### src/shared/swl_pkg.sv
// Purpose: Constants for the single-wire link symbol receiver
// Assumes: 10 MHz system clock
// Notes: Duty thresholds are eighths of the measured period
package swl_pkg;
  // ****************************************
  // Register map
  // ****************************************
  localparam logic [7:0] FAULT_MASK_ADDR = 8'h02;
  localparam logic [7:0] FAULT_MASK_RESET = 8'h1F;
  localparam int CHANNEL_BIT = 2;
  localparam int PARITY_BIT = 1;
  localparam int FRAME_BIT = 0;
  // ****************************************
  // Timing
  // ****************************************
  localparam int CLK_NS = 100;
  localparam int ACTIVITY_TIMEOUT_US = 100000;
  localparam int ACTIVITY_TIMEOUT_CYC = ACTIVITY_TIMEOUT_US * 1000 / CLK_NS;
  localparam int MIN_PERIOD_CYC = 4;
  localparam int CNT_W = 16;
  localparam int PAYLOAD_BITS = 16;
  // ****************************************
  // Symbol classes
  // ****************************************
  typedef enum logic [2:0] {SYM_ZERO, SYM_ONE, SYM_IDLE, SYM_BAD} swl_sym_e;
endpackage

### src/hdl/swl_symbol_link.sv
// Purpose: Device side symbol layer of the single-wire link
// Assumes: Line input already latched and synchronous to mclk_in
// Notes: Decodes symbols, frames, gives acknowledge and flags inactivity
//
// Behaviour
// - Acknowledge spans two periods, master listens
// - Device pulls ack output low to acknowledge
// - Feedback drives receive line between midpoints
// - Fault flag asserted when activity stops
// - Channel enable in mask register 0x02
// - Input latch holds state until opposite impulse
// - DC link acknowledges on pull-down only
// - Acknowledge lasts twice the last parity symbol
// - Each symbol judged alone, no baud rate
// - Frame: idle, tag, 16 payload, 2 parity, idle
`timescale 1ns/1ps
module swl_symbol_link #(
  parameter int TIMEOUT_CYC = swl_pkg::ACTIVITY_TIMEOUT_CYC
) (
  // Clock and reset
  input wire logic mclk_in,
  input wire logic rst_in,
  // Link line after input buffer
  input wire logic link_in,
  input wire logic dc_coupled_in,
  // Register access
  input wire logic reg_wr_in,
  input wire logic [7:0] reg_addr_in,
  input wire logic [7:0] reg_wdata_in,
  // Outputs
  output logic [7:0] fault_report_mask_out,
  output logic fault_flag_n_out,
  output logic ack_pulldown_n_out,
  output logic latch_feedback_out,
  output logic latch_fb_oe_out,
  output logic frame_valid_out,
  output logic [16:0] frame_data_out,
  output logic parity_err_out
);
  // ****************************************
  // State
  // ****************************************
  typedef enum logic [1:0] {ST_HUNT, ST_BITS, ST_AWAIT_D} swl_fr_e;
  logic link_q;
  logic [swl_pkg::CNT_W-1:0] hi_q, hi_d, per_q, per_d, p0_q, p0_d, ack_q, ack_d;
  logic [31:0] idle_q, idle_d;
  swl_fr_e fr_q, fr_d;
  logic [4:0] nbits_q, nbits_d;
  logic [18:0] sh_q, sh_d;
  logic [7:0] mask_q, mask_d;
  logic fault_q, fault_d, ackp_q, ackp_d, fb_q, fb_d, fboe_q, fboe_d;
  logic fv_q, fv_d, perr_q, perr_d;
  logic [16:0] fdat_q, fdat_d;
  logic rise, sym_done, close_tick, close_evt;
  swl_pkg::swl_sym_e sym;

  // Symbol boundary is a rising edge: symbols all end low
  assign rise = link_in && !link_q;
  assign sym_done = rise && (per_q >= swl_pkg::CNT_W'(swl_pkg::MIN_PERIOD_CYC));
  // Closing idle ends by time: the acknowledge slot after it brings no edge
  assign close_tick = fr_q == ST_AWAIT_D && !link_in && hi_q >= swl_pkg::CNT_W'(2) &&
                      per_q == {hi_q[swl_pkg::CNT_W-2:0], 1'b0};
  assign close_evt = fr_q == ST_AWAIT_D && (sym_done || close_tick);

  // ****************************************
  // Symbol classifier
  // ****************************************
  // Duty measured against own period, eighths
  always_comb begin
    logic [swl_pkg::CNT_W+2:0] h8;
    h8 = {hi_q, 3'b000};
    sym = swl_pkg::SYM_BAD;
    if (h8 >= {3'b000, per_q} && h8 <= {2'b00, per_q, 1'b0} + {3'b000, per_q}) begin
      sym = swl_pkg::SYM_ZERO; // 1/8..3/8
    end else if (h8 >= {1'b0, per_q, 2'b00} - {3'b000, per_q} &&
                 h8 <= {1'b0, per_q, 2'b00} + {3'b000, per_q}) begin
      sym = swl_pkg::SYM_IDLE; // 3/8..5/8 exclusive ends
    end else if (h8 >= {1'b0, per_q, 2'b00} + {2'b00, per_q, 1'b0} + {3'b000, per_q} - {3'b000, per_q} &&
                 h8 <= {per_q, 3'b000} - {3'b000, per_q}) begin
      sym = swl_pkg::SYM_ONE; // 6/8..7/8
    end
    if (h8 == {2'b00, per_q, 1'b0} + {3'b000, per_q} ||
        h8 == {1'b0, per_q, 2'b00} + {3'b000, per_q}) begin
      sym = swl_pkg::SYM_BAD; // Exact 3/8 and 5/8 edges rejected
    end
  end

  // ****************************************
  // Next state
  // ****************************************
  always_comb begin
    hi_d = hi_q;
    per_d = per_q;
    p0_d = p0_q;
    ack_d = ack_q;
    idle_d = idle_q;
    fr_d = fr_q;
    nbits_d = nbits_q;
    sh_d = sh_q;
    mask_d = mask_q;
    fv_d = 1'b0;
    perr_d = perr_q;
    fdat_d = fdat_q;
    ackp_d = 1'b1;
    fb_d = fb_q;
    fboe_d = 1'b0;
    // Register write
    if (reg_wr_in && reg_addr_in == swl_pkg::FAULT_MASK_ADDR) begin
      mask_d = reg_wdata_in;
    end
    // Period and high-time counters, saturating
    if (rise) begin
      per_d = swl_pkg::CNT_W'(1);
      hi_d = swl_pkg::CNT_W'(1);
    end else begin
      if (per_q != '1) per_d = per_q + 1'b1;
      if (link_in && hi_q != '1) hi_d = hi_q + 1'b1;
    end
    // Activity watchdog; quiet line counts as inactive
    if ((sym_done && sym != swl_pkg::SYM_BAD) || close_tick) idle_d = '0;
    else if (idle_q < 32'(TIMEOUT_CYC)) idle_d = idle_q + 32'd1;
    // Frame assembly
    if (sym_done || close_tick) begin
      case (fr_q)
        ST_HUNT: begin
          if (sym == swl_pkg::SYM_IDLE) begin
            fr_d = ST_BITS;
            nbits_d = '0;
          end
        end
        ST_BITS: begin
          if (sym == swl_pkg::SYM_IDLE) begin
            nbits_d = '0; // Restart from tag bit
          end else if (sym == swl_pkg::SYM_BAD) begin
            fr_d = ST_HUNT;
          end else begin
            sh_d = {sh_q[17:0], sym == swl_pkg::SYM_ONE};
            nbits_d = nbits_q + 5'd1;
            if (nbits_q == 5'(swl_pkg::PAYLOAD_BITS + 2)) begin
              fr_d = ST_AWAIT_D;
              p0_d = per_q; // Last parity symbol length
            end
          end
        end
        ST_AWAIT_D: begin
          if (close_tick || sym == swl_pkg::SYM_IDLE) begin
            fr_d = ST_BITS;
            nbits_d = '0;
            fv_d = 1'b1;
            fdat_d = sh_q[18:2];
            perr_d = (sh_q[1] != ~^sh_q[18:10]) || (sh_q[0] != ~^sh_q[9:2]);
            if (!((sh_q[1] != ~^sh_q[18:10]) || (sh_q[0] != ~^sh_q[9:2]))) begin
              ack_d = {p0_q[swl_pkg::CNT_W-2:0], 1'b0}; // Two periods
            end
          end else begin
            fr_d = ST_HUNT;
          end
        end
        default: fr_d = ST_HUNT;
      endcase
    end
    // Acknowledge window after closing idle
    if (ack_q != '0 && !close_evt) begin
      ack_d = ack_q - 1'b1;
      ackp_d = 1'b0; // Pull-down reverses flow, DC links too
      // Feedback high between midpoints of the two periods
      fboe_d = !dc_coupled_in;
      fb_d = (ack_q <= {1'b0, p0_q[swl_pkg::CNT_W-1:1]} + p0_q) &&
             (ack_q > {1'b0, p0_q[swl_pkg::CNT_W-1:1]});
    end else if (!(ack_q != '0)) begin
      fb_d = link_in; // Latch feedback follows input latch
    end
  end

  // Fault flag gated by channel enable bit
  always_comb begin
    fault_d = mask_q[swl_pkg::CHANNEL_BIT] && (idle_q >= 32'(TIMEOUT_CYC));
  end

  // ****************************************
  // Registers
  // ****************************************
  always_ff @(posedge mclk_in or posedge rst_in) begin
    if (rst_in) begin
      link_q <= 1'b0;
      hi_q <= '0;
      per_q <= '0;
      p0_q <= '0;
      ack_q <= '0;
      idle_q <= '0;
      fr_q <= ST_HUNT;
      nbits_q <= '0;
      sh_q <= '0;
      mask_q <= swl_pkg::FAULT_MASK_RESET;
      fault_q <= 1'b0;
      ackp_q <= 1'b1;
      fb_q <= 1'b0;
      fboe_q <= 1'b0;
      fv_q <= 1'b0;
      perr_q <= 1'b0;
      fdat_q <= '0;
    end else begin
      link_q <= link_in;
      hi_q <= hi_d;
      per_q <= per_d;
      p0_q <= p0_d;
      ack_q <= ack_d;
      idle_q <= idle_d;
      fr_q <= fr_d;
      nbits_q <= nbits_d;
      sh_q <= sh_d;
      mask_q <= mask_d;
      fault_q <= fault_d;
      ackp_q <= ackp_d;
      fb_q <= fb_d;
      fboe_q <= fboe_d;
      fv_q <= fv_d;
      perr_q <= perr_d;
      fdat_q <= fdat_d;
    end
  end

  // Outputs straight from flip-flops, fault flag through an inverter
  assign fault_report_mask_out = mask_q;
  assign fault_flag_n_out = !fault_q;
  assign ack_pulldown_n_out = ackp_q;
  assign latch_feedback_out = fb_q;
  assign latch_fb_oe_out = fboe_q;
  assign frame_valid_out = fv_q;
  assign frame_data_out = fdat_q;
  assign parity_err_out = perr_q;
endmodule

### config.mk
export PLATFORM = sky130hd
export DESIGN_NAME = swl_symbol_link
export DESIGN_NICKNAME = d
export VERILOG_FILES = /design/src/shared/swl_pkg.sv /design/src/hdl/swl_symbol_link.sv
export SDC_FILE = /design/constraint.sdc
export NUM_CORES = 1
export LEC_CHECK = 0
export BUFFER_PORTS_ARGS = -buffer_cell sky130_fd_sc_hd__buf_2
export CAP_MARGIN = 25
export CORE_MARGIN = 5
export CORE_UTILIZATION = 55
export CTS_BUF_LIST = sky130_fd_sc_hd__clkbuf_16
export CTS_CLUSTER_SIZE = 8
export DETAILED_ROUTE_END_ITERATION = 10
export PLACE_DENSITY_LB_ADDON = 0.05
export SLEW_MARGIN = 20
export SYNTH_ARGS = -nofsm -noshare
export SYNTH_HDL_FRONTEND = slang
export SYNTH_SLANG_ARGS = --single-unit
### constraint.sdc
create_clock -name mclk_in -period 15.2 [get_ports mclk_in]
set_input_delay 3.04 -clock mclk_in [delete_from_list [all_inputs] [get_ports mclk_in]]
set_output_delay 3.04 -clock mclk_in [all_outputs]
set_load 0.01 [all_outputs]
== After elaboration in Yosys (flattened, before gate mapping) ==
Index checks and enable logic that the tools add are counted.
Storage, ports and cells
  bits in registers: 154
  latch bits: 0
  memory bits (writable): 0
  memory bits (read-only): 0
  input bits: 21
  word-level logic and storage cells: 141
  memories kept: 0
Operators by class
  add/subtract/negate cells: 13
  multiply operators: 0
  divide/modulo/power cells: 0
  magnitude comparators: 12
  equal/unequal tests: 22
  shifts and indexed selects: 0
  muxes and demuxes: 33
  bitwise logic cells: 2
  reductions and logical operators: 42
Operator list (number)
  two-way mux 16 bit: 9
  two-way mux 32 bit: 2
  <= comparator 19 bit: 3
  >= comparator 19 bit: 2
  subtractor 19 x 16 -> 19 bit: 2
  adder 16 x 1 -> 16 bit, second input constant: 2
  adder 32 x 1 -> 32 bit, second input constant: 1
  >= comparator 32 x 20 -> 1 bit, second input constant: 1
  < comparator 32 x 20 -> 1 bit, second input constant: 1
  inequality test 16 bit, second input constant: 2
  two-way mux 5 bit: 4
  adder 18 x 16 -> 19 bit: 1
  adder 18 x 17 -> 19 bit: 1
  adder 19 x 16 -> 19 bit: 1
  equality test 19 x 18 -> 1 bit: 1
  equality test 19 bit: 1
  >= comparator 19 x 16 -> 1 bit: 1
  subtractor 18 x 16 -> 19 bit: 1
  adder 17 x 16 -> 18 bit: 1
  adder 15 x 16 -> 16 bit: 1
  equality test 16 bit: 1
  >= comparator 16 x 2 -> 1 bit, second input constant: 1
  >= comparator 16 x 3 -> 1 bit, second input constant: 1
  > comparator 16 x 15 -> 1 bit: 1
  other kinds (32): 82

== Depth between registers and ports, before layout ==
  word-level depth: 15
  mapped depth: 25
  depth with buffers taken out: 23

== Worst setup path before layout ==
Ideal clock, no wire load.
  kind: reg2reg
  start point: reg per_q[2] (netlist bit)
  end point: reg p0_q[1] (netlist bit)
  arrival: 5.473 ns
  required time: 15.075 ns
  path slack: 9.602 ns
  cell stages (with the launch flop): 25
  buffers on the path: 1
  period minus slack after synthesis: 5.598 ns
  cells stage by stage: dfrtp_1 > inv_1 > fa_1 > inv_1 > fa_1 > ha_1 > a21o_1 > a21oi_1 > o21a_1 > nor3_1 > nand4_1 > a31o_2 > o31ai_1 > a21oi_1 > xnor2_1 > ha_1 > nand3_1 > nor2_1 > a2111oi_0 > o21ai_0 > and3_1 > o21ai_4 > nand2b_1 > buf_4 > mux2_2
On the way
  cells in the longest elaborated chain, start to end: 12
Ends and longest elaborated chain
  start: declaration: RTL line swl_symbol_link.sv:45  | logic [swl_pkg::CNT_W-1:0] hi_q, hi_d, per_q, per_d, p0_q, p0_d, ack_q, ack_d;
  start signal: assignment: RTL line swl_symbol_link.sv:205  | per_q <= per_d;
  adder 18 x 17 -> 19 bit: RTL line swl_symbol_link.sv:78  | end else if (h8 >= {1'b0, per_q, 2'b00} + {2'b00, per_q, 1'b0} + {3'b000, per_q} - {3'b000, per_q} &&
  adder 19 x 16 -> 19 bit: RTL line swl_symbol_link.sv:78
  subtractor 19 x 16 -> 19 bit: RTL line swl_symbol_link.sv:78
  >= comparator 19 bit: RTL line swl_symbol_link.sv:78
  logical AND 1 bit: RTL line swl_symbol_link.sv:78
  two-way mux 2 bit: RTL line swl_symbol_link.sv:78
  two-way mux 2 bit: RTL line swl_symbol_link.sv:75  | end else if (h8 >= {1'b0, per_q, 2'b00} - {3'b000, per_q} &&
  two-way mux 2 bit: RTL line swl_symbol_link.sv:73  | if (h8 >= {3'b000, per_q} && h8 <= {2'b00, per_q, 1'b0} + {3'b000, per_q}) begin
  two-way mux 3 bit: RTL line swl_symbol_link.sv:82  | if (h8 == {2'b00, per_q, 1'b0} + {3'b000, per_q} ||
  equality test 3 x 2 -> 1 bit, on equally long branches: RTL line swl_symbol_link.sv:134, swl_symbol_link.sv:132
  inverter 1 bit (no source line)
  AND reduction 5 bit (no source line) (*)
  end signal: assignment: RTL line swl_symbol_link.sv:206  | p0_q <= p0_d;
  end: declaration: RTL line swl_symbol_link.sv:45
Mark *: on every way between the ends. The rest lies on a longest branch, timed or not.
A chain may end at the register's enable or synchronous reset.

== Worst setup path after layout ==
Ends and elaborated chain as after synthesis.

==> results.cfg <==
[floorplan]
ios = 52
die-area_um2 = 30690
fp.coreArea_um2 = 26880
die_y_um = 175.2
die_w_um = 175.2
row_count = 60
start_util_pct = 55.85

[layout]
antenna_cells = 0
layout_common_cells = 239 x ha_1, 148 x dfrtp_1, 144 x inv_1, 138 x nor2_1, 109 x a21oi_1
regArea_um2 = 3861
final_cells = 2068
multiInputGateArea_um2 = 10470
drive_above_1_share_pct = 9.496
final_common_cell = ha_1
nets = 2007
n_fill_cell = 2378
synthToLayoutAreaGrowth_pct = 8.161
design_area_um2 = 16230
fin_util_pct = 60.41

[clock_network]
cts_setup_buffers = 0
cts_max_level = 4
insertion_delay_ps = 440
cts_sinks = 154
cts_tree = built
clkTransAtPathRegs_ps = 70
clk_path_buf_depth = 2
cts-resized-gates = 0
hold_buffers = 0
root_buffer = clkbuf_16
numCtsBuffers = 17

[setup_path]
cp_slowest_cell = dfrtp_1
worstPathRequired_ps = 15530
critPathLaunchType = register
crit_chain = inv_1 -> fa_1 -> inv_1 -> fa_1 -> ha_1 -> a21o_1 -> a21oi_1 -> o21a_1 -> nor3_1 -> nand4_1 -> a31o_2 -> o31ai_1 -> a21oi_1 -> xnor2_1 -> ha_1 -> nand3_1 -> nor2_1 -> a2111oi_0 -> o21ai_0 -> and3_1 -> o21ai_4 -> nand2b_1 -> buf_4 -> mux2_2
worstSetupPathType = reg -> reg
worst_path_largest_cell_delay_ps = 730
crit_path_end_kind = register
worstPathArrival_ps = 7320
crit_fanout = 27

[route]
vias = 12338
wl_per_cell_um = 18.79
drc_errors = 0
routed_wl_mm = 38.85
ant_nets = 0
initialDrtViolationCount = 668
viasPerCell = 5.966
drt_first_pass_iters = 5

[global_route]
antenna_found_initial = 0
grt_pass1_wl_mm = 63.84
grt_start_max_net_pins = 80
grt.total_usage_pct = 25.67
grt_pass1_vias = 12431
grt_overflow = 0

[power]
p_sw_share_pct = 44.46
internal_power_mw = 1.281
p_total_mw = 2.306
power.density_nw_per_um2 = 142.0
p_leak_nw = 8.234
p_sw_mw = 1.025
max-vdd-ir-drop_mv = 0.1259
pwr-share-seq_pct = 25.6
p_comb_share_pct = 55.7
power.share.clock_pct = 18.7

[timing]
hold_viol_final = 0
tightestPinTransition_ps = 801.4
maxSlewHeadroom_pct = 45.20
setup_tns_ps = 0
finalSetupViolCount = 0
rsz0062_at_grt = no
period_minus_slack_ps = 6995
max_freq_mhz = 143.0
skew_ps = 14.25
hold_slack_ps = 488.7
setup_slack_ps = 8205
maxSlewViolCount = 0
timing.final.crit_share_pct = 46.02

[placed_design]
place_area_um2 = 15640
hpwlAfterDp_mm = 29.72
place_inst = 2036
gp_congestion = 0.9074
pre_cts_ws_ps = 8214
io_buffers = 51

[worst_hold_path]
hold_class = reg -> reg

[yosys]
synth_ff_type = dfrtp_1
synth_area_leaders = dfrtp_1 25%, ha_1 20%, xnor2_1 5.5%
yosysSeqAreaShare_pct = 25.73
synthCells = 1665
ys_warn_count = 0
synth_nets = 1958
syn_area_um2 = 15010
synth_cell_types = 77
syn_avg_cell_area_um2 = 9.015
ys_ff_latch = 154
synth_edf_count = 0
synth_area_leader_cell = dfrtp_1
async_reset_ff_share_pct = 100.0
synth_top_area_share_pct = 24.67

[run_status]
status = completed

[flow_run]
maxCapViolations = 0
-- final timing paths --
| check | start | endpoint | slack (ps) | cells past startpoint |
|---|---|---|---|---|
| min in group asynchronous | rst_in | idle_q[15] | 2730 | 2 |
| max | per_q[2] | p0_q[1] | 8210 | 24 |
| max in group asynchronous | rst_in | per_q[12] | 11320 | 3 |
| max reg2reg | per_q[2] | p0_q[1] | 8210 | 24 |
| min | frame_data_out[6] | frame_data_out[6] | 490 | 1 |
| min reg2reg | frame_data_out[6] | frame_data_out[6] | 490 | 1 |
-- cell type report --
cell class | instances | area share, %
multi-input combinational | 1333 | 64.46
sequential | 154 | 23.78
inverter | 146 | 3.407
tap | 341 | 2.628
clock buffer | 17 | 2.620
timing repair buffer | 62 | 2.104
clock inverter | 15 | 0.9942
-- power groups by stage --
| stage | Sequential [mW] | Clock, mW | Combinational [mW] |
|---|---|---|---|
| finish | 0.589 | 0.432 | 1.28 |
| global route | 0.604 | 0.458 | 1.46 |
| CTS | 0.589 | 0.440 | 1.29 |
| detailed placement | 0.596 | 0 | 1.28 |
| global placement | 0.593 | 0 | 1.25 |
| floorplan | 0.562 | 0 | 0.988 |
-- logic make-up (layout without fill, tap and decap cells) --
kind of cell    after synthesis  after routing  synth area share [%]
simple gates                485            485                 16.16
mux                          64             64                 4.635
flops                       154            154                 25.73
xor+xnor                    154            154                 8.986
fa+ha+maj                   272            272                 24.32
compound gates              358            358                 15.57
buf+inv                     178            240                 4.593
-- worst max-delay path, delay by kind of cell (launching register included) --
family,cells,cell delay (ps)
AOI/OAI and AO/OA,9,2200
and+or+nand+nor,6,1040
adders and majority gates,4,1680
xor gates and xnor gates,1,140
DFF,1,730
muxes,1,360
buffers and inverters,3,710
-- registers in the layout, indices dropped and copies added (netlist names) --
name and flops:
latch_feedback_out 1, link_q 1, ack_q 16, ack_pulldown_n_out 1, p0_q 16, fr_q 2, frame_data_out 17, fault_report_mask_out 8
idle_q 32, frame_valid_out 1, nbits_q 5, sh_q 19, hi_q 16, latch_fb_oe_out 1, fault_q 1, per_q 16
parity_err_out 1
-- synth_stat cells (all sizes together) (5+ instances only) --
| cell type | number |
|---|---|
| a21boi | 5 |
| o21ai | 73 |
| ha | 239 |
| a211oi | 17 |
| fa | 33 |
| xnor2 | 95 |
| and3 | 13 |
| a31oi | 13 |
| nand4 | 39 |
| o31ai | 7 |
| o2bb2ai | 5 |
| or2 | 8 |
| and2 | 8 |
| xor2 | 59 |
| a31o | 5 |
| a2111oi | 6 |
| o211ai | 12 |
| o21a | 17 |
| or3 | 20 |
| nand2b | 26 |
| inv | 144 |
| nand2 | 87 |
| mux2i | 20 |
| a21oi | 109 |
| dfstp | 6 |
| a211o | 6 |
| clkbuf | 26 |
| dfrtp | 148 |
| a21o | 29 |
| nor2b | 14 |
| nor4 | 18 |
| mux2 | 44 |
| nor3 | 33 |
| nor2 | 139 |
| buf | 6 |
| and4 | 6 |
| nand3 | 54 |
| o21bai | 13 |
-- routing by layer --
metal | part of all wire, % | global-route usage (%) | vias to the layer above
li1 | - | - | 6041
met1 | 45 | 33.62 | 5971
met2 | 48 | 44.13 | 260
met3 | 3.7 | 2.769 | 66
met4 | 3.0 | 9.133 | 0
met5 | 0 | 0 | -
(Power assumes the default switching activity.)
